[config.mk]
export PLATFORM = sky130hd
export DESIGN_NAME = irq_controller
export DESIGN_NICKNAME = d
export VERILOG_FILES = /design/src/irq_pkg.sv /design/src/irq_controller.sv /design/src/src_ctrl.sv
export SDC_FILE = /design/constraint.sdc
export NUM_CORES = 1
export LEC_CHECK = 0
export BUFFER_PORTS_ARGS = -buffer_cell sky130_fd_sc_hd__buf_2
export CAP_MARGIN = 0
export CORE_ASPECT_RATIO = 0.8
export CORE_MARGIN = 2
export CORE_UTILIZATION = 45
export DETAILED_ROUTE_END_ITERATION = 7
export PLACE_DENSITY = 0.73
export SETUP_SLACK_MARGIN = 0.4
export SYNTH_ARGS = -nofsm -noshare
export SYNTH_HDL_FRONTEND = slang
export SYNTH_SLANG_ARGS = --single-unit
[constraint.sdc]
create_clock -name aclk -period 13.53 [get_ports aclk]
set_input_delay 2.706 -clock aclk [delete_from_list [all_inputs] [get_ports aclk]]
set_output_delay 2.706 -clock aclk [all_outputs]
set_load 0.03 [all_outputs]
[src/irq_pkg.sv]
package irq_pkg;
  // Source count and the group whose request can come from a pin.
  localparam int NSRC = 24;
  localparam int NPIN = 5;
  localparam int PIN_FIRST = 2;
  // Register byte offsets; per-source control words start at zero.
  localparam logic [7:0] OFF_CTRL0 = 8'h00;
  localparam logic [7:0] OFF_MASK0 = 8'h60;
  localparam logic [7:0] OFF_MASK1 = 8'h64;
  localparam logic [7:0] OFF_MASK2 = 8'h68;
  localparam logic [7:0] OFF_MODE = 8'h6c;
  localparam logic [7:0] OFF_INSVC = 8'h70;
  localparam logic [7:0] OFF_STATUS = 8'h74;
  localparam logic [7:0] OFF_SRCSEL = 8'h78;
  localparam logic [7:0] OFF_BANK = 8'h7c;
  // Reset values.
  localparam logic [7:0] CTRL_RESET = 8'h43;
  localparam logic [7:0] SHMASK_RESET = 8'hff;
  // Control word fields.
  localparam int FLAG_BIT = 7;
  localparam int MASK_BIT = 6;
  localparam int MACRO_BIT = 5;
  localparam int CTX_BIT = 4;
  // Mode, status and in-service fields.
  localparam int NEST_BIT = 0;
  localparam int WDT_FIRST_BIT = 1;
  localparam int GLOBAL_IRQ_ENABLE_BIT = 0;
  localparam int TABLE_PAGE_FLAG_BIT = 1;
  localparam int NMI_SVC_BIT = 4;
  localparam logic [1:0] LVL_LOWEST = 2'h3;
  localparam logic [2:0] LVL_IDLE = 3'h4;
  // Vector table.
  localparam logic [15:0] VEC_NMI = 16'h0002;
  localparam logic [15:0] VEC_WDT = 16'h0004;
  localparam logic [15:0] VEC_SHARED = 16'h0006;
  localparam logic [15:0] VEC_FIRST = 16'h000a;
  localparam logic [15:0] VEC_UPPER = 16'h8000;
  localparam logic [4:0] VEC_SHARED_SRCS = 5'h02;
  // Bus responses.
  localparam logic [1:0] RESP_OKAY = 2'h0;
  localparam logic [1:0] RESP_SLVERR = 2'h2;

  typedef enum logic [2:0] {
    ENT_VEC, ENT_CTX, ENT_MACRO, ENT_NMI, ENT_WDT
  } entry_kind_t;

  typedef struct packed {
    entry_kind_t kind;
    logic [4:0] src;
    logic [1:0] level;
    logic [15:0] vector;
  } entry_t;

  typedef struct packed {
    logic enable_irq_instr;
    logic disable_irq_instr;
    logic irq_return_instr;
    logic break_return_instr;
    logic bank_switch_return_instr;
    logic bank_switch_break_return_instr;
    logic ack;
    logic [2:0] table_bank;
    logic [15:0] ret_imm;
  } core_cmd_t;
endpackage

[src/irq_controller.sv]
// Implementation choices: the register addresses and register access over AXI4-Lite.
`timescale 1ns/1ps
// Behaviour
// - 24 maskable sources; five choose pin or capture match, 19 internal.
// - Every maskable source owns one 8-bit control register.
// - Control bits: 7 flag, 6 mask, 5 macro, 4 context, 1:0 level.
// - Flag reads one after a request arrives, zero with none.
// - Level 0 is highest, level 3 lowest, binary 00 to 11.
// - A masked request waits pending; an unmasked one may be serviced.
// - Shared mask registers add a second mask bit; either one masks.
// - Global enable low blocks software service but not macro service.
// - Enable set by enable, cleared by disable, writable, cleared on accept.
// - External nonmaskable and watchdog beat all; their order is software set.
// - Accept only above the current level; others wait for a return.
// - With nesting control zero, level 3 nests within level 3 only.
// - In-service level is hardware kept; software reads it, writes ignored.
// - Macro service requests win over all software service, any level.
// - Fixed order 0 to 23 breaks ties of equal level; among macro requests it alone decides.
// - Break instructions and opcode trap ignore level and leave it alone.
// - Vector entry saves, raises level, clears enable, jumps to vector.
// - The request flag clears before its routine's first instruction.
// - Interrupt return restores saved state and the prior level.
// - Context entry switches to the bank in the vector word low bits.
// - Context entry loads pc from pair two, saves into two and three.
// - Context returns restore pairs two and three, rewrite pair two.
// - Each source has a fixed vector, lower or upper table by page flag.
module irq_controller import irq_pkg::*; #(
  parameter int NUM_SRC = NSRC
) (
  // Clock and reset.
  input wire logic aclk,
  input wire logic aresetn,
  // AXI4-Lite write channels.
  input wire logic awvalid,
  output logic awready,
  input wire logic [7:0] awaddr,
  input wire logic wvalid,
  output logic wready,
  input wire logic [31:0] wdata,
  input wire logic [3:0] wstrb,
  output logic bvalid,
  input wire logic bready,
  output logic [1:0] bresp,
  // AXI4-Lite read channels.
  input wire logic arvalid,
  output logic arready,
  input wire logic [7:0] araddr,
  output logic rvalid,
  input wire logic rready,
  output logic [31:0] rdata,
  output logic [1:0] rresp,
  // Request sources.
  input wire logic [NUM_SRC-1:0] int_req,
  input wire logic [NPIN-1:0] pin_req,
  input wire logic nmi_req,
  input wire logic wdt_req,
  // Processor core.
  input wire core_cmd_t cmd,
  output logic entry_valid,
  output entry_t entry,
  output logic [2:0] active_bank,
  output logic pair2_wr,
  output logic [15:0] pair2_data
);
  if (NUM_SRC > NSRC || NUM_SRC < PIN_FIRST + NPIN) begin : g_bad
    $error("NUM_SRC out of the range the map can serve");
  end

  typedef enum {ST_IDLE, ST_OFFER} offer_state_t;

  logic [7:0] ctrl_q [NUM_SRC];
  logic [NSRC-1:0] shmask_q;
  logic [1:0] mode_q;
  logic global_irq_enable_q, table_page_flag_q, nmi_pend_q, wdt_pend_q;
  logic [NPIN-1:0] pinsel_q;
  logic [4:0] insvc_q;
  logic [2:0] bank_q;
  offer_state_t state_q;
  entry_t entry_q;
  logic pair2_wr_q;
  logic [15:0] pair2_data_q;
  logic aw_hold_q, w_hold_q, bvalid_q, rvalid_q;
  logic [7:0] waddr_q;
  logic [7:0] wdata_q;
  logic wstrb_q;
  logic [1:0] bresp_q, rresp_q;
  logic [31:0] rdata_q;
  logic [NUM_SRC-1:0] ev, eff_mask;
  logic wr_fire, ack_fire, take;
  logic [2:0] cur_lvl;
  logic sw_found, ms_found;
  logic [4:0] sw_idx, ms_idx;
  logic [1:0] sw_lvl;
  logic nmi_ok, wdt_ok;
  entry_t nxt;
  logic [31:0] rd_word;
  logic rd_ok, wr_ok;

  // Vector of a maskable source; the first two share one slot.
  function automatic logic [15:0] vec_of(input logic [4:0] idx,
                                         input logic page);
    logic [15:0] v;
    v = VEC_SHARED;
    if (idx >= VEC_SHARED_SRCS) begin
      v = VEC_FIRST + {10'h000, idx - VEC_SHARED_SRCS, 1'b0};
    end
    vec_of = page ? (v | VEC_UPPER) : v;
  endfunction

  // Drops the highest level in service, nonmaskable first.
  function automatic logic [4:0] clr_top(input logic [4:0] s);
    logic [4:0] r;
    r = s;
    if (s[NMI_SVC_BIT]) begin
      r[NMI_SVC_BIT] = 1'b0;
    end else if (s[0]) begin
      r[0] = 1'b0;
    end else if (s[1]) begin
      r[1] = 1'b0;
    end else if (s[2]) begin
      r[2] = 1'b0;
    end else begin
      r[3] = 1'b0;
    end
    clr_top = r;
  endfunction

  assign awready = !aw_hold_q && !bvalid_q;
  assign wready = !w_hold_q && !bvalid_q;
  assign bvalid = bvalid_q;
  assign bresp = bresp_q;
  assign arready = !rvalid_q;
  assign rvalid = rvalid_q;
  assign rdata = rdata_q;
  assign rresp = rresp_q;
  assign wr_fire = aw_hold_q && w_hold_q && !bvalid_q;
  assign ack_fire = (state_q == ST_OFFER) && cmd.ack;
  assign entry_valid = (state_q == ST_OFFER);
  assign entry = entry_q;
  assign active_bank = bank_q;
  assign pair2_wr = pair2_wr_q;
  assign pair2_data = pair2_data_q;

  // Per-source request routing and control registers.
  for (genvar i = 0; i < NUM_SRC; i++) begin : g_src
    if (i >= PIN_FIRST && i < PIN_FIRST + NPIN) begin : g_pin
      assign ev[i] = pinsel_q[i-PIN_FIRST] ? pin_req[i-PIN_FIRST]
                                           : int_req[i];
    end else begin : g_int
      assign ev[i] = int_req[i];
    end
    assign eff_mask[i] = ctrl_q[i][MASK_BIT] | shmask_q[i];
    src_ctrl u_src (
      .aclk(aclk),
      .aresetn(aresetn),
      .req_event(ev[i]),
      .accept(ack_fire && entry_q.kind inside {ENT_VEC, ENT_CTX, ENT_MACRO}
              && entry_q.src == 5'(i)),
      .wr_en(wr_fire && wstrb_q
             && waddr_q == OFF_CTRL0 + 8'(4 * i)),
      .wr_data(wdata_q),
      .ctrl_q(ctrl_q[i])
    );
  end

  // Current level is the highest level still in service.
  always_comb begin
    cur_lvl = LVL_IDLE;
    for (int l = 3; l >= 0; l--) begin
      if (insvc_q[l]) begin
        cur_lvl = 3'(l);
      end
    end
  end

  // Software scan ascends with a strict compare, macro scan descends; both keep the lower index on ties.
  always_comb begin
    sw_found = 1'b0;
    ms_found = 1'b0;
    sw_idx = '0;
    ms_idx = '0;
    sw_lvl = LVL_LOWEST;
    for (int i = NUM_SRC - 1; i >= 0; i--) begin
      if (ctrl_q[i][FLAG_BIT] && !eff_mask[i] && ctrl_q[i][MACRO_BIT]) begin
        ms_found = 1'b1;
        ms_idx = 5'(i);
      end
    end
    for (int i = 0; i < NUM_SRC; i++) begin
      if (ctrl_q[i][FLAG_BIT] && !eff_mask[i]
          && !ctrl_q[i][MACRO_BIT] && global_irq_enable_q
          && !insvc_q[NMI_SVC_BIT]
          && (({1'b0, ctrl_q[i][1:0]} < cur_lvl)
              || (ctrl_q[i][1:0] == LVL_LOWEST
                  && cur_lvl == {1'b0, LVL_LOWEST}
                  && !mode_q[NEST_BIT]))
          && (!sw_found || ctrl_q[i][1:0] < sw_lvl)) begin
        sw_found = 1'b1;
        sw_idx = 5'(i);
        sw_lvl = ctrl_q[i][1:0];
      end
    end
  end

  // Offer choice: nonmaskable, then macro service, then software service.
  assign nmi_ok = nmi_pend_q && !insvc_q[NMI_SVC_BIT];
  assign wdt_ok = wdt_pend_q && !insvc_q[NMI_SVC_BIT];
  always_comb begin
    nxt = '0;
    take = 1'b1;
    if (wdt_ok && (mode_q[WDT_FIRST_BIT] || !nmi_ok)) begin
      nxt.kind = ENT_WDT;
      nxt.vector = table_page_flag_q ? (VEC_WDT | VEC_UPPER) : VEC_WDT;
    end else if (nmi_ok) begin
      nxt.kind = ENT_NMI;
      nxt.vector = table_page_flag_q ? (VEC_NMI | VEC_UPPER) : VEC_NMI;
    end else if (ms_found) begin
      nxt.kind = ENT_MACRO;
      nxt.src = ms_idx;
      nxt.level = ctrl_q[ms_idx][1:0];
      nxt.vector = vec_of(ms_idx, table_page_flag_q);
    end else if (sw_found) begin
      nxt.kind = ctrl_q[sw_idx][CTX_BIT] ? ENT_CTX : ENT_VEC;
      nxt.src = sw_idx;
      nxt.level = sw_lvl;
      nxt.vector = vec_of(sw_idx, table_page_flag_q);
    end else begin
      take = 1'b0;
    end
  end

  // The offer is frozen until the core takes it, so the core sees stable data.
  always_ff @(posedge aclk) begin
    if (!aresetn) begin
      state_q <= ST_IDLE;
      entry_q <= '0;
    end else begin
      case (state_q)
        ST_IDLE: begin
          if (take) begin
            entry_q <= nxt;
            state_q <= ST_OFFER;
          end
        end
        ST_OFFER: begin
          if (cmd.ack) begin
            state_q <= ST_IDLE;
          end
        end
        default: state_q <= ST_IDLE;
      endcase
    end
  end

  // Nonmaskable pending flags; a new request beats the acceptance clear.
  always_ff @(posedge aclk) begin
    if (!aresetn) begin
      nmi_pend_q <= 1'b0;
      wdt_pend_q <= 1'b0;
    end else begin
      if (ack_fire && entry_q.kind == ENT_NMI) begin
        nmi_pend_q <= 1'b0;
      end
      if (ack_fire && entry_q.kind == ENT_WDT) begin
        wdt_pend_q <= 1'b0;
      end
      if (nmi_req) begin
        nmi_pend_q <= 1'b1;
      end
      if (wdt_req) begin
        wdt_pend_q <= 1'b1;
      end
    end
  end

  // In-service levels; break returns touch nothing since breaks raise none.
  always_ff @(posedge aclk) begin
    if (!aresetn) begin
      insvc_q <= '0;
    end else begin
      insvc_q <= ((cmd.irq_return_instr || cmd.bank_switch_return_instr)
                  && insvc_q != '0) ? clr_top(insvc_q) : insvc_q;
      if (ack_fire && entry_q.kind inside {ENT_VEC, ENT_CTX}) begin
        insvc_q[entry_q.level] <= 1'b1;
      end else if (ack_fire && entry_q.kind inside {ENT_NMI, ENT_WDT}) begin
        insvc_q[NMI_SVC_BIT] <= 1'b1;
      end
    end
  end

  // Global enable; acceptance outranks the instructions and the bus.
  always_ff @(posedge aclk) begin
    if (!aresetn) begin
      global_irq_enable_q <= 1'b0;
    end else if (ack_fire && entry_q.kind != ENT_MACRO) begin
      global_irq_enable_q <= 1'b0;
    end else if (cmd.disable_irq_instr) begin
      global_irq_enable_q <= 1'b0;
    end else if (cmd.enable_irq_instr) begin
      global_irq_enable_q <= 1'b1;
    end else if (wr_fire && wstrb_q && waddr_q == OFF_STATUS) begin
      global_irq_enable_q <= wdata_q[GLOBAL_IRQ_ENABLE_BIT];
    end
  end

  // Bank switch on context entry and pair two rewrite on context return.
  always_ff @(posedge aclk) begin
    if (!aresetn) begin
      bank_q <= '0;
      pair2_wr_q <= 1'b0;
      pair2_data_q <= '0;
    end else begin
      if (ack_fire && entry_q.kind == ENT_CTX) begin
        bank_q <= cmd.table_bank;
      end
      pair2_wr_q <= cmd.bank_switch_return_instr
                    || cmd.bank_switch_break_return_instr;
      if (cmd.bank_switch_return_instr
          || cmd.bank_switch_break_return_instr) begin
        pair2_data_q <= cmd.ret_imm;
      end
    end
  end

  // Shared masks, mode, page flag and pin selection written over the bus.
  always_ff @(posedge aclk) begin
    if (!aresetn) begin
      shmask_q <= {3{SHMASK_RESET}};
      mode_q <= '0;
      table_page_flag_q <= 1'b0;
      pinsel_q <= '0;
    end else if (wr_fire && wstrb_q) begin
      case (waddr_q)
        OFF_MASK0: shmask_q[7:0] <= wdata_q;
        OFF_MASK1: shmask_q[15:8] <= wdata_q;
        OFF_MASK2: shmask_q[23:16] <= wdata_q;
        OFF_MODE: mode_q <= wdata_q[1:0];
        OFF_STATUS: table_page_flag_q <= wdata_q[TABLE_PAGE_FLAG_BIT];
        OFF_SRCSEL: pinsel_q <= wdata_q[NPIN-1:0];
        default: ;
      endcase
    end
  end

  // Read map; read-only words accept writes without effect.
  always_comb begin
    rd_word = '0;
    rd_ok = 1'b1;
    wr_ok = 1'b1;
    case (araddr)
      OFF_MASK0: rd_word[7:0] = shmask_q[7:0];
      OFF_MASK1: rd_word[7:0] = shmask_q[15:8];
      OFF_MASK2: rd_word[7:0] = shmask_q[23:16];
      OFF_MODE: rd_word[1:0] = mode_q;
      OFF_INSVC: rd_word[4:0] = insvc_q;
      OFF_STATUS: rd_word[1:0] = {table_page_flag_q, global_irq_enable_q};
      OFF_SRCSEL: rd_word[NPIN-1:0] = pinsel_q;
      OFF_BANK: rd_word[2:0] = bank_q;
      default: rd_ok = 1'b0;
    endcase
    for (int i = 0; i < NUM_SRC; i++) begin
      if (araddr == OFF_CTRL0 + 8'(4 * i)) begin
        rd_word[7:0] = ctrl_q[i];
        rd_ok = 1'b1;
      end
    end
    if (waddr_q[1:0] != 2'h0 || (waddr_q > OFF_BANK)
        || (waddr_q < OFF_MASK0 && waddr_q >= OFF_CTRL0 + 8'(4 * NUM_SRC))) begin
      wr_ok = 1'b0;
    end
  end

  // Write address and data may arrive in either order; one write at a time.
  always_ff @(posedge aclk) begin
    if (!aresetn) begin
      aw_hold_q <= 1'b0;
      w_hold_q <= 1'b0;
      bvalid_q <= 1'b0;
      bresp_q <= RESP_OKAY;
      waddr_q <= '0;
      wdata_q <= '0;
      wstrb_q <= 1'b0;
    end else begin
      if (awvalid && awready) begin
        aw_hold_q <= 1'b1;
        waddr_q <= awaddr;
      end
      if (wvalid && wready) begin
        w_hold_q <= 1'b1;
        wdata_q <= wdata[7:0];
        wstrb_q <= wstrb[0];
      end
      if (wr_fire) begin
        aw_hold_q <= 1'b0;
        w_hold_q <= 1'b0;
        bvalid_q <= 1'b1;
        bresp_q <= wr_ok ? RESP_OKAY : RESP_SLVERR;
      end else if (bvalid_q && bready) begin
        bvalid_q <= 1'b0;
      end
    end
  end

  // Read answer comes one cycle after the address is taken.
  always_ff @(posedge aclk) begin
    if (!aresetn) begin
      rvalid_q <= 1'b0;
      rdata_q <= '0;
      rresp_q <= RESP_OKAY;
    end else if (arvalid && arready) begin
      rvalid_q <= 1'b1;
      rdata_q <= rd_ok && araddr[1:0] == 2'h0 ? rd_word : '0;
      rresp_q <= rd_ok && araddr[1:0] == 2'h0 ? RESP_OKAY : RESP_SLVERR;
    end else if (rvalid_q && rready) begin
      rvalid_q <= 1'b0;
    end
  end
endmodule // irq_controller

[src/src_ctrl.sv]
`timescale 1ns/1ps
module src_ctrl import irq_pkg::*; (
  // Clock and reset.
  input wire logic aclk,
  input wire logic aresetn,
  // Hardware request and service acceptance.
  input wire logic req_event,
  input wire logic accept,
  // Software write.
  input wire logic wr_en,
  input wire logic [7:0] wr_data,
  // Control word.
  output logic [7:0] ctrl_q
);
  // Bits 3:2 are never loaded, so they stay at their zero reset value.
  // A request in the same cycle as a clear or a write keeps the flag set.
  always_ff @(posedge aclk) begin
    if (!aresetn) begin
      ctrl_q <= CTRL_RESET;
    end else begin
      if (wr_en) begin
        ctrl_q[7:4] <= wr_data[7:4];
        ctrl_q[1:0] <= wr_data[1:0];
      end
      if (accept) begin
        ctrl_q[FLAG_BIT] <= 1'b0;
      end
      if (req_event) begin
        ctrl_q[FLAG_BIT] <= 1'b1;
      end
    end
  end
endmodule // src_ctrl

==> flow_metrics.py, run 1 <==
metrics = {
    "status": {
        "status": "complete, no violations",
    },
    "setup_path": {
        "path_max_fanout": 14,
        "crit_end": "entry[3]",
        "cp.arrival_ns": 11.75,
        "worst_path_max_delay_cell": "or4_1",
        "crit_path_start_kind": "register",
        "startpoint": "insvc_q[0]",
        "reg2reg_slack_ns": 2.22,
        "path_class": "register to register",
        "cp_common_cell": "nor2_1",
        "critPathCaptureType": "register",
        "worstRegToRegCells": 39,
        "crit-reg2reg-capture": "entry[3]",
        "slowest_delay_ns": 0.62,
        "cp.required_ns": 13.98,
        "r2r_start": "insvc_q[0]",
    },
    "logic_synthesis": {
        "synth-compound-area-share_pct": 25.7,
        "synth-simple-area-share_pct": 29.7,
        "synth-seq-cells": 253,
        "synth-xor-area-share_pct": 0.410,
        "synth.mux.area_fraction_pct": 6.08,
        "ys.flop_type": "dfxtp_1",
        "synth_fa_ha_area_share_pct": 2.68,
        "netlist_instances": 2329,
        "synth_top_family_by_area": "simple AND/OR/NAND/NOR gates",
        "synth.avg_cell_area_um2": 7.34,
        "yosysWarnings": 0,
        "synth_edf_count": 0,
        "synth_cell_type_count": 90,
        "async_flop_share_pct": 0,
        "syn-cell-area_um2": 17100,
        "seq_area_frac_synth_pct": 29.6,
    },
    "die": {
        "die_y_um": 178,
        "initial_utilization_pct": 45.9,
        "pin_count": 204,
        "core_area_um2": 37300,
        "die_x_um": 222,
        "num_rows": 63,
        "die_area_um2": 39600,
    },
    "cells_and_area": {
        "design_area_um2": 19000,
        "multi_input_area_um2": 11200,
        "drive_above_1_share_pct": 11.5,
        "final_cells": 2894,
        "diodes": 0,
        "fill_cells": 3600,
        "ff_latch_area_um2": 5070,
        "num-nets-final": 2538,
        "fin_util_pct": 50.8,
        "syn2layout_area_growth_pct": 10.8,
    },
    "sta": {
        "hold_viol": 0,
        "finalCritPeriodShare_pct": 83.6,
        "rsz0062_at_grt": "false",
        "clock_skew_ns": 0.0477,
        "tns_ns": 0,
        "setup_viol": 0,
        "slew_viol_final": 0,
        "relSlewSlack_pct": 10.1,
        "fin_crit_ns": 11.31,
        "fin_ws_ns": 2.22,
        "max_freq_mhz": 88.5,
        "tightest_slew_ns": 1.35,
    },
    "drt": {
        "postRouteAntennaNets": 0,
        "firstDrtPassIters": 8,
        "routed_wl_um": 68000,
        "vias_per_cell": 6.50,
        "via_count": 18803,
        "avgRoutedWirePerCell_um": 23.5,
        "drc_errors": 0,
        "drt_iter0_drc": 2911,
    },
    "cts": {
        "post_cts_resized": 0,
        "cts-root-buf": "clkbuf_16",
        "cts_hold_buf": 0,
        "clock_path_buffers": 3,
        "cts_tree": "yes",
        "clock_latency_ns": 0.59,
        "cts_buffers": 28,
        "clk_pin_slew_ns": 0.06,
        "cts_sinks": 253,
        "post_cts_buffers": 0,
        "htreeDepth": 1,
    },
    "global_routing": {
        "grt_pass1_vias": 16929,
        "grt_pass1_wl_um": 102000,
        "antenna_found_initial": 1,
        "grt_usage_pct": 33.1,
        "grt_max_degree": 151,
        "overflow": 0,
    },
    "pwr": {
        "power_density_nw_per_um2": 91.8,
        "p_switching_uw": 471,
        "power.internal_uw": 1270,
        "irDropWorstVdd_uv": 110,
        "clock_power_share_pct": 45.7,
        "swShare_pct": 27.0,
        "power_frac_comb_pct": 8.9,
        "p_seq_share_pct": 45.4,
        "cellLeakagePower_uw": 0.00776,
    },
    "placement": {
        "post-place-ws_ns": 2.51,
        "place.gp.congestion": 0.990,
        "dp_hpwl_um": 50700,
        "place_area_um2": 18000,
        "place_inst": 2844,
        "portBuffers": 140,
    },
    "run": {
        "maxCapViolCount": 0,
    },
    "worst_hold_path": {
        "holdCritStartpoint": "pair2_data[12]",
        "hold_path_class": "register to register",
    },
}
[state kept, by name, summed over array words and instances (netlist names), 2 cells and up]
register            count
pair2_data             16
pinsel_q                5
g_src.u_src.ctrl_q    144
wdata_q                 8
insvc_q                 5
waddr_q                 8
entry                  17
active_bank             3
shmask_q               24
rdata                   8
mode_q                  2
[metal layers]
metal  up-vias  share of wire (%)  track usage [%]
met5         -                  0                0
met4         0                4.1             11.7
met3       178                 13             6.82
met2      1282                 41             49.0
met1      8827                 42             47.4
li1       8516                  -                -
[metrics by stage]
stage	total power [uW]	hold WS, ns
after CTS	1730	0.463
after global routing	1780	0.484
final	1740	0.459
after global placement	952	0.447
after floorplan	904	0.443
after detailed placement	955	0.456
[power by group through the flow]
stage          logic [uW]  registers, uW  clock network, uW
2_1_floorplan         106            798                  0
3_3_place_gp          148            803                  0
3_5_place_dp          151            804                  0
4_1_cts               152            788                793
5_1_grt               166            790                823
6_report              155            790                795
[critical path: cells and delay by family, from the launching register on]
family	cells	cell delay (ns)
compound gates	20	5.28
fa+ha+maj	4	1.18
simple gates	13	3.60
flops	1	0.32
buf+inv	1	0.45
mux	1	0.31
[layout make-up]
cell class	count	share of cell area, %
clock inverter	14	0.957
timing repair buffer	167	4.80
multi-input combinational	1884	59.2
sequential	253	26.7
clock buffer	36	4.07
tap	487	3.22
inverter	53	1.05
[worst min-delay path by stage]
stage	to	slack (ns)	cells after the start
6_report	pair2_data[12]	0.46	2
5_1_grt	pair2_data[12]	0.48	2
4_1_cts	pair2_data[12]	0.46	2
3_5_place_dp	pair2_data[12]	0.46	2
3_3_place_gp	entry[1]	0.45	2
2_1_floorplan	waddr_q[1]	0.44	2
[cells by family (layout without fill, tap and decap cells)]
kind of cell,Yosys count,count (layout)
XOR/XNOR,8,8
multiplexers,100,100
adder cells (fa/ha/maj),37,37
buffers and inverters,226,270
AO/OA/AOI/OAI,624,624
flip-flops,253,253
AND/OR/NAND/NOR,1080,1080
other,1,35
[synth_stat cells, drive strengths merged (53+ instances only)]
cell,number,area share [%]
a21boi,84,3.7
a21oi,108,3.2
buf,54,2.0
clkbuf,119,2.6
dfxtp,253,30
inv,53,1.2
mux2i,87,5.1
nand2,386,8.5
nand3,215,6.3
nor2,186,4.1
nor2b,62,2.3
nor3,56,1.6
o21ai,88,2.6
[cell usage in the layout (no fill, tap or decap), types with 39 or more instances in the layout]
| cell type | count |
|---|---|
| dfxtp_1 | 252 |
| inv_1 | 52 |
| nor3_1 | 52 |
| a31oi_1 | 39 |
| nand3_1 | 215 |
| mux2i_1 | 87 |
| a21boi_0 | 79 |
| buf_2 | 139 |
| nor2b_1 | 62 |
| o21ai_0 | 71 |
| nor2_1 | 185 |
| a21oi_1 | 107 |
| o21a_1 | 39 |
| a211oi_1 | 40 |
| nand2_1 | 386 |
(Power assumes the default switching activity.)
==> run 2, diff against run 1 <==
Settings changed: PLACE_DENSITY 0.73 to 0.76.
Clock period 13.53 ns to 9.35 ns, I/O delays scaled along.
==> run 2 against run 1 <==
  * Clock skew fell by 0.031 ns
  * Sequential share of layout area down 1.4 points
  * Die area unchanged
  * Cell area up 5.7%
  * Combinational power is 48% higher
  * Via count increased by 3.4%
  * Maximum frequency grew 27%
  * Critical path depth shrank 4
  * Critical path type unchanged
==> flow_metrics.py, run 2 (same netlist as run 1, synthesis figures left out) <==
metrics = {
    "global_routing": {
        "overflow": 0,
        "met1_usage_pct": 45.9,
        "grt_usage_pct": 33.1,
        "grt_pass1_wl_um": 103000,
        "grt_pass1_vias": 17632,
        "busiest_layer": "met2",
        "use_met3_pct": 6.79,
        "met2_usage_pct": 49.2,
        "grt_max_degree": 152,
        "antenna_found_initial": 0,
    },
    "setup_path": {
        "cp.required_ns": 9.83,
        "path_class": "register to register",
        "reg2reg_slack_ns": 0.48,
        "cp.arrival_ns": 9.35,
        "slowest_delay_ns": 0.69,
        "cp_common_cell": "nor2_2",
        "path_max_fanout": 12,
        "worst_path_max_delay_cell": "o2111ai_1",
        "critPathCaptureType": "register",
        "crit_path_start_kind": "register",
    },
    "cts": {
        "cts-root-buf": "clkbuf_16",
        "cts_buffers": 28,
        "clk_pin_slew_ns": 0.06,
        "clock_latency_ns": 0.56,
        "htreeDepth": 1,
        "clock_path_buffers": 3,
        "cts_tree": "yes",
        "cts_hold_buf": 0,
        "cts_sinks": 253,
    },
    "drt": {
        "postRouteAntennaNets": 0,
        "firstDrtPassIters": 6,
        "routed_wl_um": 68900,
        "drc_errors": 0,
        "avgRoutedWirePerCell_um": 23.3,
        "via_count": 19448,
        "vias_per_cell": 6.57,
        "drt_iter0_drc": 2876,
    },
    "cells_and_area": {
        "diodes": 0,
        "fin_util_pct": 53.7,
        "mostFrequentLayoutCells": "nand2_1, dfxtp_1, nand3_1, nor2_1, buf_2",
        "largest-register": "g_src.u_src.ctrl_q",
        "largest_reg_flops": 144,
        "final_common_cell": "nand2_1",
        "num-nets-final": 2604,
        "syn2layout_area_growth_pct": 17.1,
        "drive_above_1_share_pct": 17.0,
    },
    "die": {
        "initial_utilization_pct": 45.9,
        "die_area_um2": 39600,
        "pin_count": 204,
        "core_area_um2": 37300,
        "num_rows": 63,
        "die_y_um": 178,
        "die_x_um": 222,
    },
    "pwr": {
        "irDropWorstVdd_uv": 141,
        "cellLeakagePower_uw": 0.00820,
        "power.total_uw": 2570,
        "power_density_nw_per_um2": 128,
    },
    "sta": {
        "tightest_slew_ns": 1.29,
        "setup_viol": 0,
        "clock_skew_ns": 0.0172,
        "fin_crit_ns": 8.87,
        "relSlewSlack_pct": 13.9,
        "hold_viol": 0,
        "max_freq_mhz": 113,
        "slew_viol_final": 0,
        "rsz0062_at_grt": "true",
        "finalCritPeriodShare_pct": 94.8,
    },
    "status": {
        "status": "complete, no violations",
    },
    "worst_hold_path": {
        "hold_path_class": "register to register",
    },
    "placement": {
        "portBuffers": 140,
        "place.gp.congestion": 1.07,
        "dp_hpwl_um": 50600,
    },
    "run": {
        "maxCapViolCount": 0,
    },
}
## run 2: cell types whose count changed in the layout (fill, tap and decap cells not counted), sizes merged
cell	previous run	this run
clkinvlp	3	0
clkinv	8	3
buf	167	233
bufinv	3	4
clkbuf	36	42
## run 2: layer usage
layer	vias up	share of wire, %
li1	8643	-
met1	9127	40
met2	1445	41
met3	233	13
met4	0	5.4
met5	-	0
## run 2: through the flow
stage | instances | TNS (ns) | instance area (um2) | hold slack [ns] | setup WS [ns]
global route | 2959 | 0 | 20000 | 0.474 | 0.180
finish | 2959 | 0 | 20000 | 0.452 | 0.482
CTS | 2937 | 0 | 19500 | 0.456 | 0.415
detailed placement | 2884 | 0 | 18400 | 0.448 | 0.0340
floorplan | 2363 | -0.254 | 17400 | 0.443 | -0.0873
global placement | 2884 | 0 | 18400 | 0.444 | 0.217
## run 2: repair_timing
action                                  in CTS  in global routing
hold endpoints to repair                     0                  0
gates resized for setup                     12                 64
pin swaps                                    5                 39
endpoints found under the setup margin       7                  9
buffers inserted                             4                 22
## run 2: critical path: cells and delay by family (launching register included)
family	cells	cell delay, ns
adders and majority gates	3	0.81
buffers and inverters	1	0.23
muxes	1	0.21
and+or+nand+nor	10	2.60
DFF	1	0.57
AOI/OAI and AO/OA	20	4.38
## run 2: area by class of cell
| class | instances | area, um2 |
|---|---|---|
| multi-input cells | 1884 | 11700 |
| inverters | 53 | 199 |
| repair buffers | 233 | 1430 |
| well taps | 487 | 609 |
| clock buffers | 42 | 855 |
| fillers | 3497 | 17300 |
| clock inverters | 7 | 139 |
| flip-flops and latches | 253 | 5070 |
## run 2: path summary, 6_finish.rpt
check,start,endpoint,depth (start not counted)
max,mode_q[0],entry[2],35
min,entry[1],entry[1],2
max reg2reg,mode_q[0],entry[2],35
min reg2reg,entry[1],entry[1],2
## run 2: power by group
group,switching (uW),internal [uW]
logic,156,72.9
registers,40.8,1100
clock network,466,735
